**config.mk**
```make
export PLATFORM = sky130hd
export DESIGN_NAME = brag_agu
export DESIGN_NICKNAME = d
export VERILOG_FILES = /design/src/brag_pkg.sv /design/src/brag_agu.sv
export SDC_FILE = /design/constraint.sdc
export NUM_CORES = 1
export LEC_CHECK = 0
export BUFFER_PORTS_ARGS = -buffer_cell sky130_fd_sc_hd__buf_4
export CAP_MARGIN = 20
export CORE_ASPECT_RATIO = 0.6
export CORE_MARGIN = 4
export CORE_UTILIZATION = 44
export CTS_BUF_LIST = sky130_fd_sc_hd__clkbuf_8
export DETAILED_ROUTE_END_ITERATION = 16
export HOLD_SLACK_MARGIN = 0.05
export PLACE_DENSITY = 0.66
export SLEW_MARGIN = 20
export SYNTH_ARGS = -nofsm -noshare
export SYNTH_HDL_FRONTEND = slang
export SYNTH_SLANG_ARGS = --single-unit
export TNS_END_PERCENT = 50
```
**constraint.sdc**
```tcl
create_clock -name SYS_CLK_I -period 5.8 [get_ports SYS_CLK_I]
set_clock_uncertainty 0.1 [all_clocks]
set_input_delay 0.29 -clock SYS_CLK_I [delete_from_list [all_inputs] [get_ports SYS_CLK_I]]
set_output_delay 0.29 -clock SYS_CLK_I [all_outputs]
set_load 0.005 [all_outputs]
```
**src/brag_pkg.sv**
```systemverilog
package brag_pkg;

   // Register byte offsets on the APB slave
   localparam logic [7:0] BIT_REVERSE_CONFIG_OFS   = 8'h00;
   localparam logic [7:0] CIRCULAR_ADDR_CONTROL_OFS = 8'h04;
   localparam logic [7:0] MOD_START_OFS            = 8'h08;
   localparam logic [7:0] MOD_END_OFS              = 8'h0C;
   localparam logic [7:0] LAST_WRITE_EA_OFS        = 8'h10;
   localparam logic [7:0] LAST_READ_EA_OFS         = 8'h14;

   // Field positions
   localparam int REV_ENABLE_BIT   = 15;
   localparam int REV_MOD_MSB      = 14;
   localparam int MOD_ENABLE_BIT   = 15;
   localparam int REV_SEL_LSB      = 4;
   localparam int MOD_SEL_LSB      = 0;

   // Reset values
   localparam logic [15:0] BIT_REVERSE_CONFIG_RST    = 16'h0000;
   localparam logic [15:0] CIRCULAR_ADDR_CONTROL_RST = 16'h00FF;
   localparam logic [15:0] MOD_START_RST             = 16'h0000;
   localparam logic [15:0] MOD_END_RST               = 16'hFFFF;

   // Pointer select value that names the stack pointer
   localparam logic [3:0]  STACK_PTR_IDX  = 4'hF;
   localparam logic [15:0] BYTE_STEP      = 16'h0001;
   localparam logic [15:0] WORD_STEP      = 16'h0002;

   // Indirect addressing modes
   typedef enum logic [2:0] {
      MODE_IND      = 3'h0,
      MODE_POST_DEC = 3'h1,
      MODE_POST_INC = 3'h2,
      MODE_PRE_DEC  = 3'h3,
      MODE_PRE_INC  = 3'h4,
      MODE_REG_OFS  = 3'h5
   } brag_mode_type;

   // Address request from decode and register file
   typedef struct packed {
      logic          valid;
      logic          write;
      logic          byte_acc;
      brag_mode_type mode;
      logic [3:0]    reg_idx;
      logic [15:0]   ptr;
      logic [15:0]   offset;
   } brag_req_type;

   // Address result towards memory and pointer write-back
   typedef struct packed {
      logic        valid;
      logic        write;
      logic [15:0] ea;
      logic        wb_en;
      logic [3:0]  wb_idx;
      logic [15:0] wb_val;
      logic        rev_used;
      logic        mod_used;
   } brag_res_type;

endpackage : brag_pkg

```
**src/brag_agu.sv**
```systemverilog
`timescale 1ns/10ps
`default_nettype none

// Functional notes
// - Modulo correction may be applied to the address from any pointer register.
// - Wrap tests use above-upper or below-lower, so overshoots still wrap.
// - A corrected address is written back only for pre- or post-modify modes.
// - Register-plus-offset addresses are corrected but the pointer is kept.
// - Bit-reversed addresses come only from the write generator, never reads.
// - Pointer and modifier are both bit-reversed and added; the sum is reversed back to normal order.
// - Reversal needs select not 15, enable set, and pre- or post-increment mode.
// - A 15-bit reverse modifier field is held, usually half the buffer size.
// - Reversal assumes words: modifier scaled to bytes, address bit 0 forced 0.
// - Byte writes or other modes with reversal enabled get normal addresses.
// - Under reversal the pointer gets the modifier added, not the mode step.
// - Reversal beats modulo in the write generator; reads keep modulo.
module brag_agu (
   input  wire logic                  SYS_CLK_I,
   input  wire logic                  ARST_N_I,
   input  wire logic                  PSEL_I,
   input  wire logic                  PENABLE_I,
   input  wire logic                  PWRITE_I,
   input  wire logic [7:0]            PADDR_I,
   input  wire logic [31:0]           PWDATA_I,
   output logic [31:0]                PRDATA_O,
   output logic                       PREADY_O,
   output logic                       PSLVERR_O,
   input  wire brag_pkg::brag_req_type AGU_REQ_I,
   output brag_pkg::brag_res_type     AGU_RES_O
);

   logic [15:0] rev_cfg_q;
   logic [15:0] circ_ctl_q;
   logic [15:0] mod_start_q;
   logic [15:0] mod_end_q;
   logic [15:0] last_wr_ea_q;
   logic [15:0] last_rd_ea_q;
   logic        pready_q;
   logic        pslverr_q;
   logic [31:0] prdata_q;
   brag_pkg::brag_res_type res_q;
   brag_pkg::brag_res_type res_d;

   logic        apb_setup;
   logic        apb_write;
   logic        addr_hit;
   logic [15:0] rd_word;

   // Bit order swap of a 16-bit word
   function automatic logic [15:0] rev16(input logic [15:0] v);
      logic [15:0] r;
      r = '0;
      for (int i = 0; i < 16; i++) begin
         r[i] = v[15-i];
      end
      return r;
   endfunction : rev16

   // Circular wrap against the buffer bounds
   function automatic logic [15:0] mod_fix(input logic [15:0] a,
                                           input logic        dec,
                                           input logic [15:0] lo,
                                           input logic [15:0] hi);
      logic [15:0] len;
      len = hi - lo + 16'h0001;
      if (!dec && (a > hi)) begin
         return a - len;
      end else if (dec && (a < lo)) begin
         return a + len;
      end
      return a;
   endfunction : mod_fix

   // APB phase decode
   assign apb_setup = PSEL_I && !PENABLE_I;
   assign apb_write = PSEL_I && PENABLE_I && pready_q && PWRITE_I;

   // Read mux and address hit
   always_comb begin
      addr_hit = 1'b1;
      rd_word  = 16'h0000;
      case (PADDR_I)
         brag_pkg::BIT_REVERSE_CONFIG_OFS:    rd_word = rev_cfg_q;
         brag_pkg::CIRCULAR_ADDR_CONTROL_OFS: rd_word = circ_ctl_q;
         brag_pkg::MOD_START_OFS:             rd_word = mod_start_q;
         brag_pkg::MOD_END_OFS:               rd_word = mod_end_q;
         brag_pkg::LAST_WRITE_EA_OFS:         rd_word = last_wr_ea_q;
         brag_pkg::LAST_READ_EA_OFS:          rd_word = last_rd_ea_q;
         default:                             addr_hit = 1'b0;
      endcase
   end

   // APB answer: ready in the first access cycle
   always_ff @(posedge SYS_CLK_I or negedge ARST_N_I) begin
      if (!ARST_N_I) begin
         pready_q  <= 1'b0;
         pslverr_q <= 1'b0;
         prdata_q  <= 32'h0000_0000;
      end else begin
         pready_q  <= apb_setup;
         pslverr_q <= apb_setup && !addr_hit;
         if (apb_setup && !PWRITE_I) begin
            prdata_q <= {16'h0000, rd_word};
         end
      end
   end

   // Software-writable configuration
   always_ff @(posedge SYS_CLK_I or negedge ARST_N_I) begin
      if (!ARST_N_I) begin
         rev_cfg_q   <= brag_pkg::BIT_REVERSE_CONFIG_RST;
         circ_ctl_q  <= brag_pkg::CIRCULAR_ADDR_CONTROL_RST;
         mod_start_q <= brag_pkg::MOD_START_RST;
         mod_end_q   <= brag_pkg::MOD_END_RST;
      end else if (apb_write) begin
         case (PADDR_I)
            brag_pkg::BIT_REVERSE_CONFIG_OFS: begin
               rev_cfg_q <= PWDATA_I[15:0];
            end
            brag_pkg::CIRCULAR_ADDR_CONTROL_OFS: begin
               circ_ctl_q <= PWDATA_I[15:0];
            end
            brag_pkg::MOD_START_OFS: begin
               mod_start_q <= PWDATA_I[15:0];
            end
            brag_pkg::MOD_END_OFS: begin
               mod_end_q <= PWDATA_I[15:0];
            end
            default: begin
               rev_cfg_q <= rev_cfg_q;
            end
         endcase
      end
   end

   // Address generation for one request
   always_comb begin
      logic        inc_mode;
      logic        dec_mode;
      logic        pre_mode;
      logic        modify;
      logic        rev_on;
      logic        mod_on;
      logic [15:0] step;
      logic [15:0] xb;
      logic [15:0] ptr_w;
      logic [15:0] nxt;
      logic [15:0] ofs_ea;
      logic [3:0]  rev_sel;
      logic [3:0]  mod_sel;
      // Defaults so no local is left unassigned
      inc_mode = 1'b0;
      dec_mode = 1'b0;
      pre_mode = 1'b0;
      modify   = 1'b0;
      rev_on   = 1'b0;
      mod_on   = 1'b0;
      step     = 16'h0000;
      xb       = 16'h0000;
      ptr_w    = 16'h0000;
      nxt      = 16'h0000;
      ofs_ea   = 16'h0000;
      rev_sel  = 4'h0;
      mod_sel  = 4'h0;
      inc_mode = (AGU_REQ_I.mode == brag_pkg::MODE_PRE_INC) ||
                 (AGU_REQ_I.mode == brag_pkg::MODE_POST_INC);
      dec_mode = (AGU_REQ_I.mode == brag_pkg::MODE_PRE_DEC) ||
                 (AGU_REQ_I.mode == brag_pkg::MODE_POST_DEC);
      pre_mode = (AGU_REQ_I.mode == brag_pkg::MODE_PRE_INC) ||
                 (AGU_REQ_I.mode == brag_pkg::MODE_PRE_DEC);
      modify   = inc_mode || dec_mode;
      rev_sel  = circ_ctl_q[brag_pkg::REV_SEL_LSB +: 4];
      mod_sel  = circ_ctl_q[brag_pkg::MOD_SEL_LSB +: 4];
      // Reversal only for word writes via incrementing pointer
      rev_on   = AGU_REQ_I.write && !AGU_REQ_I.byte_acc && inc_mode &&
                 (rev_sel != brag_pkg::STACK_PTR_IDX) &&
                 rev_cfg_q[brag_pkg::REV_ENABLE_BIT] &&
                 (AGU_REQ_I.reg_idx == rev_sel);
      // Modulo on the selected pointer, off when reversal wins
      mod_on   = circ_ctl_q[brag_pkg::MOD_ENABLE_BIT] &&
                 (AGU_REQ_I.reg_idx == mod_sel) &&
                 (modify || AGU_REQ_I.mode == brag_pkg::MODE_REG_OFS) &&
                 !rev_on;
      step     = AGU_REQ_I.byte_acc ? brag_pkg::BYTE_STEP
                                    : brag_pkg::WORD_STEP;
      // Modifier scaled to bytes, then added with reversed carry
      xb       = {rev_cfg_q[brag_pkg::REV_MOD_MSB:0], 1'b0};
      ptr_w    = {AGU_REQ_I.ptr[15:1], 1'b0};
      if (rev_on) begin
         nxt = rev16(rev16(ptr_w) + rev16(xb));
         nxt[0] = 1'b0;
      end else if (inc_mode) begin
         nxt = AGU_REQ_I.ptr + step;
      end else if (dec_mode) begin
         nxt = AGU_REQ_I.ptr - step;
      end else begin
         nxt = AGU_REQ_I.ptr;
      end
      if (mod_on && modify) begin
         nxt = mod_fix(nxt, dec_mode, mod_start_q, mod_end_q);
      end
      ofs_ea = AGU_REQ_I.ptr + AGU_REQ_I.offset;
      if (mod_on && AGU_REQ_I.mode == brag_pkg::MODE_REG_OFS) begin
         ofs_ea = mod_fix(ofs_ea, AGU_REQ_I.offset[15],
                          mod_start_q, mod_end_q);
      end
      res_d          = '0;
      res_d.valid    = AGU_REQ_I.valid;
      res_d.write    = AGU_REQ_I.write;
      res_d.wb_idx   = AGU_REQ_I.reg_idx;
      res_d.wb_val   = nxt;
      res_d.wb_en    = AGU_REQ_I.valid && modify;
      res_d.rev_used = AGU_REQ_I.valid && rev_on;
      res_d.mod_used = AGU_REQ_I.valid && mod_on;
      if (AGU_REQ_I.mode == brag_pkg::MODE_REG_OFS) begin
         res_d.ea = ofs_ea;
      end else if (pre_mode) begin
         res_d.ea = nxt;
      end else if (rev_on) begin
         res_d.ea = ptr_w;
      end else begin
         res_d.ea = AGU_REQ_I.ptr;
      end
   end

   // Registered result towards memory and register file
   always_ff @(posedge SYS_CLK_I or negedge ARST_N_I) begin
      if (!ARST_N_I) begin
         res_q <= '0;
      end else begin
         res_q <= res_d;
      end
   end

   // Last effective addresses for software to inspect
   always_ff @(posedge SYS_CLK_I or negedge ARST_N_I) begin
      if (!ARST_N_I) begin
         last_wr_ea_q <= 16'h0000;
         last_rd_ea_q <= 16'h0000;
      end else if (res_d.valid) begin
         if (res_d.write) begin
            last_wr_ea_q <= res_d.ea;
         end else begin
            last_rd_ea_q <= res_d.ea;
         end
      end
   end

   assign PRDATA_O  = prdata_q;
   assign PREADY_O  = pready_q;
   assign PSLVERR_O = pslverr_q;
   assign AGU_RES_O = res_q;

   // Reversed addresses only for writes
   chk_rev_write_only: assert property (
      @(posedge SYS_CLK_I) disable iff (!ARST_N_I)
      res_q.rev_used |-> res_q.write && $past(AGU_REQ_I.write))
      else $error("reversed address on a read");

   // Reversed addresses are word aligned
   chk_rev_lsb_clear: assert property (
      @(posedge SYS_CLK_I) disable iff (!ARST_N_I)
      res_q.rev_used |-> !res_q.ea[0] && !res_q.wb_val[0])
      else $error("reversed address has bit 0 set");

   // Offset mode never writes the pointer back
   chk_ofs_no_wb: assert property (
      @(posedge SYS_CLK_I) disable iff (!ARST_N_I)
      $past(AGU_REQ_I.valid && AGU_REQ_I.mode == brag_pkg::MODE_REG_OFS)
      |-> !res_q.wb_en)
      else $error("offset mode wrote the pointer");

   // Write-back only for modify modes
   chk_wb_modes: assert property (
      @(posedge SYS_CLK_I) disable iff (!ARST_N_I)
      res_q.wb_en |-> $past(AGU_REQ_I.mode != brag_pkg::MODE_IND &&
                            AGU_REQ_I.mode != brag_pkg::MODE_REG_OFS))
      else $error("write-back without modify mode");

   // Stack select never reverses
   chk_rev_sel_stack: assert property (
      @(posedge SYS_CLK_I) disable iff (!ARST_N_I)
      res_q.rev_used |->
      $past(circ_ctl_q[brag_pkg::REV_SEL_LSB +: 4]) != brag_pkg::STACK_PTR_IDX
      && $past(rev_cfg_q[brag_pkg::REV_ENABLE_BIT]))
      else $error("reversal with stack select or disabled");

   // Byte accesses fall back to normal addresses
   chk_rev_byte_off: assert property (
      @(posedge SYS_CLK_I) disable iff (!ARST_N_I)
      $past(AGU_REQ_I.valid && AGU_REQ_I.byte_acc) |-> !res_q.rev_used)
      else $error("reversal on a byte access");

   // Reversal disables modulo in the write path
   chk_rev_over_mod: assert property (
      @(posedge SYS_CLK_I) disable iff (!ARST_N_I)
      res_q.valid && res_q.rev_used |-> !res_q.mod_used)
      else $error("modulo applied with reversal");

   // Corrected write-back stays inside the buffer
   chk_mod_bounds: assert property (
      @(posedge SYS_CLK_I) disable iff (!ARST_N_I)
      res_q.mod_used && res_q.wb_en && $stable(mod_start_q) &&
      $stable(mod_end_q) && $past(AGU_REQ_I.ptr) >= mod_start_q &&
      $past(AGU_REQ_I.ptr) <= mod_end_q
      |-> res_q.wb_val >= mod_start_q && res_q.wb_val <= mod_end_q)
      else $error("modulo write-back outside the buffer");

   // Pre-increment reversal uses the updated pointer as address
   chk_rev_pre_ea: assert property (
      @(posedge SYS_CLK_I) disable iff (!ARST_N_I)
      res_q.rev_used && $past(AGU_REQ_I.mode == brag_pkg::MODE_PRE_INC)
      |-> res_q.ea == res_q.wb_val && res_q.wb_en)
      else $error("pre-increment reversed address mismatch");

   // Reads keep modulo while reversal is on
   chk_read_mod_kept: assert property (
      @(posedge SYS_CLK_I) disable iff (!ARST_N_I)
      $past(AGU_REQ_I.valid && !AGU_REQ_I.write &&
            circ_ctl_q[brag_pkg::MOD_ENABLE_BIT] &&
            AGU_REQ_I.reg_idx == circ_ctl_q[brag_pkg::MOD_SEL_LSB +: 4] &&
            AGU_REQ_I.mode != brag_pkg::MODE_IND)
      |-> res_q.mod_used)
      else $error("modulo dropped on a read");

   // Reversal only for incrementing modes
   chk_rev_inc_mode: assert property (
      @(posedge SYS_CLK_I) disable iff (!ARST_N_I)
      res_q.rev_used |-> $past(AGU_REQ_I.mode == brag_pkg::MODE_PRE_INC ||
                               AGU_REQ_I.mode == brag_pkg::MODE_POST_INC))
      else $error("reversal outside increment modes");

   // Post-increment reversal addresses the aligned old pointer
   chk_rev_post_ea: assert property (
      @(posedge SYS_CLK_I) disable iff (!ARST_N_I)
      res_q.rev_used && $past(AGU_REQ_I.mode == brag_pkg::MODE_POST_INC)
      |-> res_q.ea == {$past(AGU_REQ_I.ptr[15:1]), 1'b0})
      else $error("post-increment reversed address mismatch");

   // APB answers in the first access cycle
   chk_apb_ready: assert property (
      @(posedge SYS_CLK_I) disable iff (!ARST_N_I)
      PSEL_I && !PENABLE_I |=> PREADY_O ##1 !PREADY_O)
      else $error("APB ready timing wrong");

endmodule : brag_agu

`default_nettype wire

```
# After elaboration in Yosys (flattened, before gate mapping)

Index checks and enable logic that the tools add are counted.

Input port bits: 87
Logic and storage cells: 111
Output and inout port bits: 75
Bits in registers: 155

$add $sub $neg: 10
$lt $le $gt $ge: 4
Bitwise gates (word level): 1
Mux-type cells: 23
Eq/ne operators: 13
Reductions and logical operators: 43

Operator list:

| operator                                                        | number |
|---|---|
| 16-bit two-way mux                                              | 13 |
| 16-bit one-hot mux with 6 select lines                          | 1 |
| 16-bit adder                                                    | 3 |
| 16-bit subtractor                                               | 3 |
| 16-bit > comparator                                             | 2 |
| 16-bit less-than comparator                                     | 2 |
| 1-bit logical AND                                               | 23 |
| 16-bit by 1-bit adder with 16-bit output, second input constant | 1 |
| 16-bit by 2-bit adder with 16-bit output                        | 1 |
| 8-bit by 4-bit == test with 1-bit output, second input constant | 2 |
| 8-bit by 5-bit == test with 1-bit output, second input constant | 2 |
| 16-bit by 2-bit subtractor with 16-bit output                   | 1 |
| 15-bit adder                                                    | 1 |
| 2-bit AND reduction                                             | 6 |
| 4-bit == test                                                   | 2 |
| 8-bit by 3-bit == test with 1-bit output, second input constant | 1 |
| 8-bit zero test                                                 | 1 |
| 1-bit two-way mux                                               | 8 |
| 1-bit zero test                                                 | 7 |
| 3-bit by 2-bit == test with 1-bit output, second input constant | 2 |
| 3-bit == test, second input constant                            | 2 |
| 6-bit OR reduction                                              | 1 |
| 1-bit logical OR                                                | 5 |
| 4-bit inequality test, second input constant                    | 1 |
| other kinds (3)                                                 | 3 |

# Logic depth before layout (Yosys ltp)

Gate-level depths: netlist of run 1.

Depth after elaboration: 16
Depth in mapped cells: 34
Gate-level depth less buffers: 32

# Least setup slack after synthesis of run 1

OpenSTA, ideal clock, no wires.

Path type: in2reg
Start: input port AGU_REQ_I[0] in the netlist's numbering
End: register last_rd_ea_q[15]
Path buffers: 2
Data arrival time: 6307 ps
Data required time: 5613 ps
Setup time: 87 ps
Slack: -694 ps
Stages on the path: 34
Cells stage by stage: ha_1 inv_1 fa_1 nor2b_1 o21ai_0 a21oi_1 o21ai_0 nand2b_1 a21o_1 a311o_1 a31oi_1 xnor2_1 ha_1 nand4_1 nor3_1 o21ai_0 o221ai_1 and3_1 clkbuf_1 clkbuf_1 nor2_1 xnor2_1 ha_1 o21ai_0 a21oi_1 o41ai_1 a221oi_1 a2111oi_0 nor2_1 nor4b_1 mux2_2 or3_1 nand3_2 o211ai_1

Word-level cells in the longest chain between the ends: 9

RTL lines:

| what                        | line            | text |
|---|---|---|
| start: declaration          | brag_agu.sv:28  | `input wire brag_pkg::brag_req_type AGU_REQ_I,` |
| 16-bit adder (*)            | brag_agu.sv:202 | `ofs_ea = AGU_REQ_I.ptr + AGU_REQ_I.offset;` |
| 16-bit less-than comparator | brag_agu.sv:68  | `end else if (dec && (a < lo)) begin` |
| 1-bit logical AND           | brag_agu.sv:68  |  |
| 1-bit two-way mux           | brag_agu.sv:68  |  |
| 1-bit two-way mux           | brag_agu.sv:66  | `if (!dec && (a > hi)) begin` |
| 1-bit two-way mux           | brag_agu.sv:203 | `if (mod_on && AGU_REQ_I.mode == brag_pkg::MODE_REG_OFS) begin` |
| 16-bit two-way mux          | brag_agu.sv:71  | `return a;` |
| 16-bit two-way mux (*)      | brag_agu.sv:203 |  |
| 16-bit two-way mux (*)      | brag_agu.sv:215 | `if (AGU_REQ_I.mode == brag_pkg::MODE_REG_OFS) begin` |
| end signal: assignment      | brag_agu.sv:244 | `last_rd_ea_q <= res_d.ea;` |
| end: declaration            | brag_agu.sv:37  | `logic [15:0] last_rd_ea_q;` |

Mark *: on every way between the ends. The rest lies on a longest branch, timed or not. The select of a mux whose other input is x is not followed.
A chain may end at the register's enable or synchronous reset.

# Worst setup path in the final report of run 1

Start: input port AGU_REQ_I[16] in the netlist's numbering
End: register last_wr_ea_q[15]

Word-level cells in the longest chain between the ends: 13

RTL lines:

| what                                          | line            | text |
|---|---|---|
| 16-bit by 2-bit subtractor with 16-bit output | brag_agu.sv:195 | `nxt = AGU_REQ_I.ptr - step;` |
| 16-bit two-way mux                            | brag_agu.sv:194 | `end else if (dec_mode) begin` |
| 16-bit two-way mux                            | brag_agu.sv:192 | `end else if (inc_mode) begin` |
| 16-bit two-way mux                            | brag_agu.sv:189 | `if (rev_on) begin` |
| 16-bit less-than comparator                   | brag_agu.sv:68  |  |
| 1-bit logical AND                             | brag_agu.sv:68  |  |
| 1-bit two-way mux                             | brag_agu.sv:68  |  |
| 1-bit two-way mux                             | brag_agu.sv:66  |  |
| 1-bit two-way mux                             | brag_agu.sv:199 | `if (mod_on && modify) begin` |
| 16-bit two-way mux                            | brag_agu.sv:71  |  |
| 16-bit two-way mux                            | brag_agu.sv:199 |  |
| 16-bit two-way mux                            | brag_agu.sv:217 | `end else if (pre_mode) begin` |
| 16-bit two-way mux (*)                        | brag_agu.sv:215 |  |
| end signal: assignment                        | brag_agu.sv:242 | `last_wr_ea_q <= res_d.ea;` |
| end: declaration                              | brag_agu.sv:36  | `logic [15:0] last_wr_ea_q;` |

Marks and branches as above.

==> flow_metrics.tcl, run 1 <==
set metrics [dict create \
    place_hpwl_mm 43.6 \
    seq_area_frac_synth_pct 29.5 \
    min_period_ps 6200 \
    start_util_pct 45.4 \
    drive_above_1_share_pct 38.4 \
    cpMostUsedCell "o21ai_1" \
    fin_crit_sh_pct 107 \
    top_layer "met5" \
    fin_cells 2342 \
    setup_viol 25 \
    clk_latency_ps 510 \
    routed-wl-met3_mm 6.93 \
    cts_tree "done" \
    maxCapViolCount 0 \
    multi_input_area_um2 9540 \
    critical_path_class "input pin to register" \
    fmax_mhz 161 \
    yosysTopAreaCellShare_pct 24.7 \
    nFillCells 2526 \
    p_int_w 0.00238 \
    die_w_um 232 \
    dr.pass1.iters 8 \
    finalInstanceArea_um2 18600 \
    antenna-diode-count 0 \
    num_vias 13600 \
    setup_slack_ps -405 \
    synthDistinctLibCells 86 \
    grt_pass1_vias 12700 \
    crit_slowest_cell "a221oi_4" \
    yosys_register_bits 155 \
    cts_max_path_buffers 2 \
    dpl_worst_slack_ps -1340 \
    cts_root_buffer "clkbuf_8" \
    cts_sinks 155 \
    netlist_instances 1480 \
    required_ps 6060 \
    status "finished, violations left" \
    synth_area_um2 13300 \
    crit_path_end_kind "register" \
    relSlewSlack_pct 31.2 \
    p_clk_share_pct 24.9 \
    synth-async-reset-ratio_pct 100 \
    powerDensity_nw_per_um2 203 \
    final_common_cell "buf_4" \
    vias_per_cell 5.82 \
    irDropWorstVdd_v 0.000127 \
    swShare_pct 36.8 \
    port-buffer-count 129 \
    drc_errors 0 \
    combPwrFrac_pct 43.0 \
    min-delay-path-class "input pin to register" \
    violations "setup timing" \
    drtAntennaViolNets 0 \
    grtUsageTotal_pct 31.8 \
    wire_per_inst_um 23.1 \
    seqPwrFrac_pct 32.0 \
    die_h_um 142 \
    worst-path-max-fanout 5 \
    synth_edf_count 0 \
    synth_flop_cell "dfrtp_1" \
    drt-initial-drc-count 1384 \
    dpl_cell_area_um2 16900 \
    grt_pass1_wl_mm 78.3 \
    antenna_found_initial 1 \
    place_inst 2252 \
    crit_arrival_ps 6460 \
    grt-ovfl-total 0 \
    wl_met1_mm 24.3 \
    start_kind "input pin" \
    report.final.slew_viol_count 0 \
    wl_met2_mm 21.6 \
    final_cell_mix "444 x buf_4, 150 x ha_1, 130 x dfrtp_1" \
    rsz0062_at_grt "true" \
    gp_congestion 1.08 \
    seq_area_um2 3910 \
    power_switching_w 0.00139 \
    h-tree-depth 4 \
    area_growth_pct 40.0 \
    p_leak_nw 8.88 \
    syn_area_per_cell_um2 8.96 \
    ios 162 \
    ys_warn_count 0 \
    hold_viol 0 \
    num-nets-final 2180 \
    core_um2 29200 \
    dieArea_um2 33100 \
    slowest_delay_ps 430 \
    tightestPinTransition_ps 1030 \
    synth_top_cell_by_area "dfrtp_1" \
    grt_max_degree 86 \
    drt_wl_total_mm 54.1 \
    std_cell_rows 48 \
    synth.area.top_cells "dfrtp_1 25%, ha_1 15%, mux2_2 6.2%" \
    clkTransAtPathRegs_ps 110 \
    cts_made_buffers 17 \
]
cell families (layout without fill, tap and decap cells):
| family | after synthesis | in the layout | synth area share (%) |
|---|---|---|---|
| AO/OA/AOI/OAI | 391 | 391 | 18.6 |
| XOR/XNOR | 113 | 113 | 7.52 |
| adder cells (fa/ha/maj) | 164 | 164 | 15.9 |
| buffers and inverters | 157 | 604 | 4.97 |
| flip-flops | 155 | 155 | 29.5 |
| multiplexers | 107 | 107 | 8.77 |
| other | 1 | 16 | 0.0283 |
| AND/OR/NAND/NOR | 392 | 392 | 14.8 |
registers in the layout, indices dropped and copies added, names as in the netlist:
| register | cells |
|---|---|
| circ_ctl_q | 16 |
| AGU_RES_O | 41 |
| mod_start_q | 16 |
| last_wr_ea_q | 16 |
| mod_end_q | 16 |
| last_rd_ea_q | 16 |
| PREADY_O | 1 |
| rev_cfg_q | 16 |
| PSLVERR_O | 1 |
| PRDATA_O | 16 |
critical path, delay by kind of cell:
family                     cells  cell delay [ps]
and+or+nand+nor                8             1400
adders and majority gates      4             1040
AOI/OAI and AO/OA             15             2870
muxes                          1              260
xor gates and xnor gates       2              290
buffers and inverters          3              310
synthesized netlist by cell type (6+ instances only):
cell and instances:
a211oi_1 10, a21o_1 33, a21oi_1 108, a222oi_1 9, a22oi_1 8, a31oi_1 11
and3_1 15, and4_1 6, buf_4 17, clkbuf_1 49, dfrtp_1 131, dfstp_2 24
fa_1 7, ha_1 157, inv_1 83, mux2_2 73, mux2i_1 34, nand2_1 103
nand2b_1 16, nand3_1 30, nand4_1 17, nor2_1 105, nor2b_1 13, nor3_1 30
nor4_1 6, o211ai_1 8, o21a_1 12, o21ai_0 120, o22a_1 7, o22ai_1 8
or2_2 8, or3_1 13, xnor2_1 78, xor2_1 34
worst paths after layout:
path	start	to	slack (ps)	depth (start not counted)
worst max-delay path	AGU_REQ_I[16]	last_wr_ea_q[15]$_DFFE_PN0P_	-400	33
worst min-delay path	PWRITE_I	PRDATA_O[11]$_DFFE_PN0P_	90	3
worst max register to register	rev_cfg_q[14]$_DFFE_PN0P_	AGU_RES_O[35]$_DFF_PN0_	-350	32
worst min register to register	last_rd_ea_q[9]$_DFFE_PN0P_	last_rd_ea_q[9]$_DFFE_PN0P_	380	2
max in group asynchronous	ARST_N_I	rev_cfg_q[12]$_DFFE_PN0P_	4060	3
min in group asynchronous	ARST_N_I	AGU_RES_O[4]$_DFF_PN0_	260	2
through the flow:
step	TNS, ps	util (%)	hold slack, ps	total power (W)
after floorplan	-156	-	-106	0.00193
after global placement	-35300	58.0	245	0.00260
after detailed placement	-35300	58.0	250	0.00263
after CTS	-2520	62.4	102	0.00369
after global routing	-14440	63.6	102	0.00395
final	-6040	63.6	92.9	0.00377
metal layers:
metal	vias up	global-route usage, %
li1	6236	-
met1	6617	47.3
met2	685	43.2
met3	92	11.4
met4	2	8.39
met5	-	0
area by class of cell:
cell class	count	area share [%]
repair buffers	488	20.8
clock inverters	15	1.11
clock buffers	17	1.26
flip-flops and latches	155	21.1
well taps	400	2.70
multi-input cells	1183	51.4
inverters	84	1.72
repair_timing:
item	4_1_cts	5_1_grt
pin swaps	84	61
hold endpoints to repair	139	0
hold buffers	25	0
endpoints found under the setup margin	47	56
gates resized for setup	109	70
buffers inserted	31	10
power by group through the flow:
stage	Sequential, W	Combinational, W	Clock (W)
global route	0.00122	0.00174	0.000993
CTS	0.00121	0.00153	0.000950
detailed placement	0.00123	0.00140	0
floorplan	0.00122	0.000705	0
global placement	0.00123	0.00138	0
finish	0.00121	0.00162	0.000941
Note: power is estimated with default switching activity, not from simulation.
==> inputs of run 2 (changes only) <==
==> constraint.sdc (replaced) <==
create_clock -name SYS_CLK_I -period 5.8 [get_ports SYS_CLK_I]
set_clock_uncertainty 0.1 [all_clocks]
set_input_delay 0.58 -clock SYS_CLK_I [delete_from_list [all_inputs] [get_ports SYS_CLK_I]]
set_output_delay 0.58 -clock SYS_CLK_I [all_outputs]
set_load 0.005 [all_outputs]
==> run 2 against run 1 <==
  * The run still ends with setup timing left
  * Power fell by 2.2%
  * Maximum frequency down 1.7%
  * Sequential power is essentially flat
  * Largest cell class unchanged
  * Largest power group unchanged
  * Highest routed layer is now met4
==> flow_metrics.tcl, run 2 (synthesis gave the netlist of run 1 again) <==
set metrics [dict create \
    status "finished, violations left" \
    violations "setup timing" \
    path_buf_inv 4 \
    rsz0062_at_grt "true" \
    setup_slack_ps -509 \
    swShare_pct 37.3 \
    drive_above_1_share_pct 38.8 \
    dr.pass1.iters 6 \
    drtAntennaViolNets 0 \
    vias_per_cell 5.82 \
    slowest_delay_ps 460 \
    area_growth_pct 38.5 \
    grt-ovfl-total 0 \
    p_clk_share_pct 23.2 \
    irDropWorstVdd_v 0.000139 \
    crit_slowest_cell "a2111oi_4" \
    critical_path_class "input pin to register" \
    drc_errors 0 \
    routed-wl-met3_mm 6.50 \
    drt-initial-drc-count 1473 \
    fmax_mhz 158 \
    wire_per_inst_um 23.3 \
    cts_made_buffers 17 \
    std_cell_rows 48 \
    grt_pass1_vias 12600 \
    cts_tree "done" \
    antenna_found_initial 2 \
    cts_max_path_buffers 2 \
    final_cell_mix "446 x buf_4, 147 x ha_1, 130 x dfrtp_1" \
    report.final.slew_viol_count 0 \
    die_h_um 142 \
    power_switching_w 0.00138 \
    hold_viol 0 \
    p_leak_nw 8.76 \
    finalInstanceArea_um2 18400 \
    dpl_worst_slack_ps -1470 \
    cts_root_buffer "clkbuf_8" \
    start_util_pct 45.4 \
    grtUsageTotal_pct 31.9 \
    fin_crit_sh_pct 109 \
    worst-path-max-fanout 4 \
    seqPwrFrac_pct 32.9 \
    port-buffer-count 129 \
    num_vias 13500 \
    tightestPinTransition_ps 1080 \
    dieArea_um2 33100 \
    clk_latency_ps 510 \
    clkTransAtPathRegs_ps 90 \
    combPwrFrac_pct 43.9 \
    setup_viol 39 \
    gp_congestion 1.02 \
    crit_path_end_kind "register" \
    largest_reg_flops 41 \
    required_ps 6070 \
    powerDensity_nw_per_um2 201 \
    p_int_w 0.00232 \
    utilization_pct 62.9 \
    final_common_cell "buf_4" \
    die_w_um 232 \
    grt_pass1_wl_mm 78.2 \
    relSlewSlack_pct 27.9 \
    h-tree-depth 4 \
    wl_met2_mm 22.1 \
    num-nets-final 2159 \
    crit_arrival_ps 6580 \
    ios 162 \
    fin_cells 2324 \
    dpl_cell_area_um2 17000 \
    drt_wl_total_mm 54.2 \
    core_um2 29200 \
    wl_met1_mm 24.6 \
    start_kind "input pin" \
    grt_max_degree 85 \
    min_period_ps 6310 \
    cts_sinks 155 \
    place_inst 2248 \
    maxCapViolCount 0 \
    critPathTopFamily "compound AO/OA/AOI/OAI gates" \
    place_hpwl_mm 43.7 \
    top_layer "met4" \
    min-delay-path-class "input pin to register" \
]
-- run 2: area by class of cell --
cell class	instances	area [um^2]
timing repair buffer	467	3640
tap	400	500
clock buffer	20	275
multi-input combinational	1183	9590
fill	2533	10800
inverter	84	319
clock inverter	12	118
sequential	155	3910
antenna	3	7.51
-- run 2: final timing paths --
kind                                                      to  slack, ps  cells past startpoint                         from
worst max-delay path            last_wr_ea_q[15]$_DFFE_PN0P_       -510                     34                AGU_REQ_I[16]
worst min-delay path                 AGU_RES_O[40]$_DFF_PN0_        110                      1                AGU_REQ_I[41]
worst min register to register   last_rd_ea_q[7]$_DFFE_PN0P_        390                      2  last_rd_ea_q[7]$_DFFE_PN0P_
worst max register to register  last_rd_ea_q[10]$_DFFE_PN0P_       -470                     34    rev_cfg_q[13]$_DFFE_PN0P_
min in group asynchronous            AGU_RES_O[22]$_DFF_PN0_        570                      2                     ARST_N_I
max in group asynchronous          mod_end_q[15]$_DFFE_PN1P_       3930                      3                     ARST_N_I
-- run 2: per-layer routing --
layer / GRT usage (%) / vias up
met5: 0 / -
met4: 6.69 / 0
met3: 10.4 / 73
met2: 44.8 / 685
met1: 47.6 / 6579
li1: - / 6193
-- run 2: timing repair --
action                     in CTS  in global routing
buffers inserted               25                 18
setup endpoints to repair      52                 59
resized for setup              68                 82
hold buffers                    1                  0
hold endpoints to repair       27                  0
pin swaps                      71                 47
-- run 2: per-stage QoR --
stage | hold slack [ps] | setup TNS, ps | power, W
global placement | 357 | -43560 | 0.00262
global route | 107 | -18370 | 0.00386
CTS | 90.6 | -6760 | 0.00357
floorplan | 184 | -1780 | 0.00193
finish | 115 | -9490 | 0.00369
detailed placement | 370 | -44690 | 0.00264
-- run 2: power groups by stage --
stage / Combinational, W / Clock [W] / Sequential (W)
final: 0.00162 / 0.000856 / 0.00122
after global routing: 0.00174 / 0.000904 / 0.00122
after CTS: 0.00149 / 0.000859 / 0.00121
after detailed placement: 0.00141 / 0 / 0.00123
after global placement: 0.00139 / 0 / 0.00123
after floorplan: 0.000711 / 0 / 0.00122
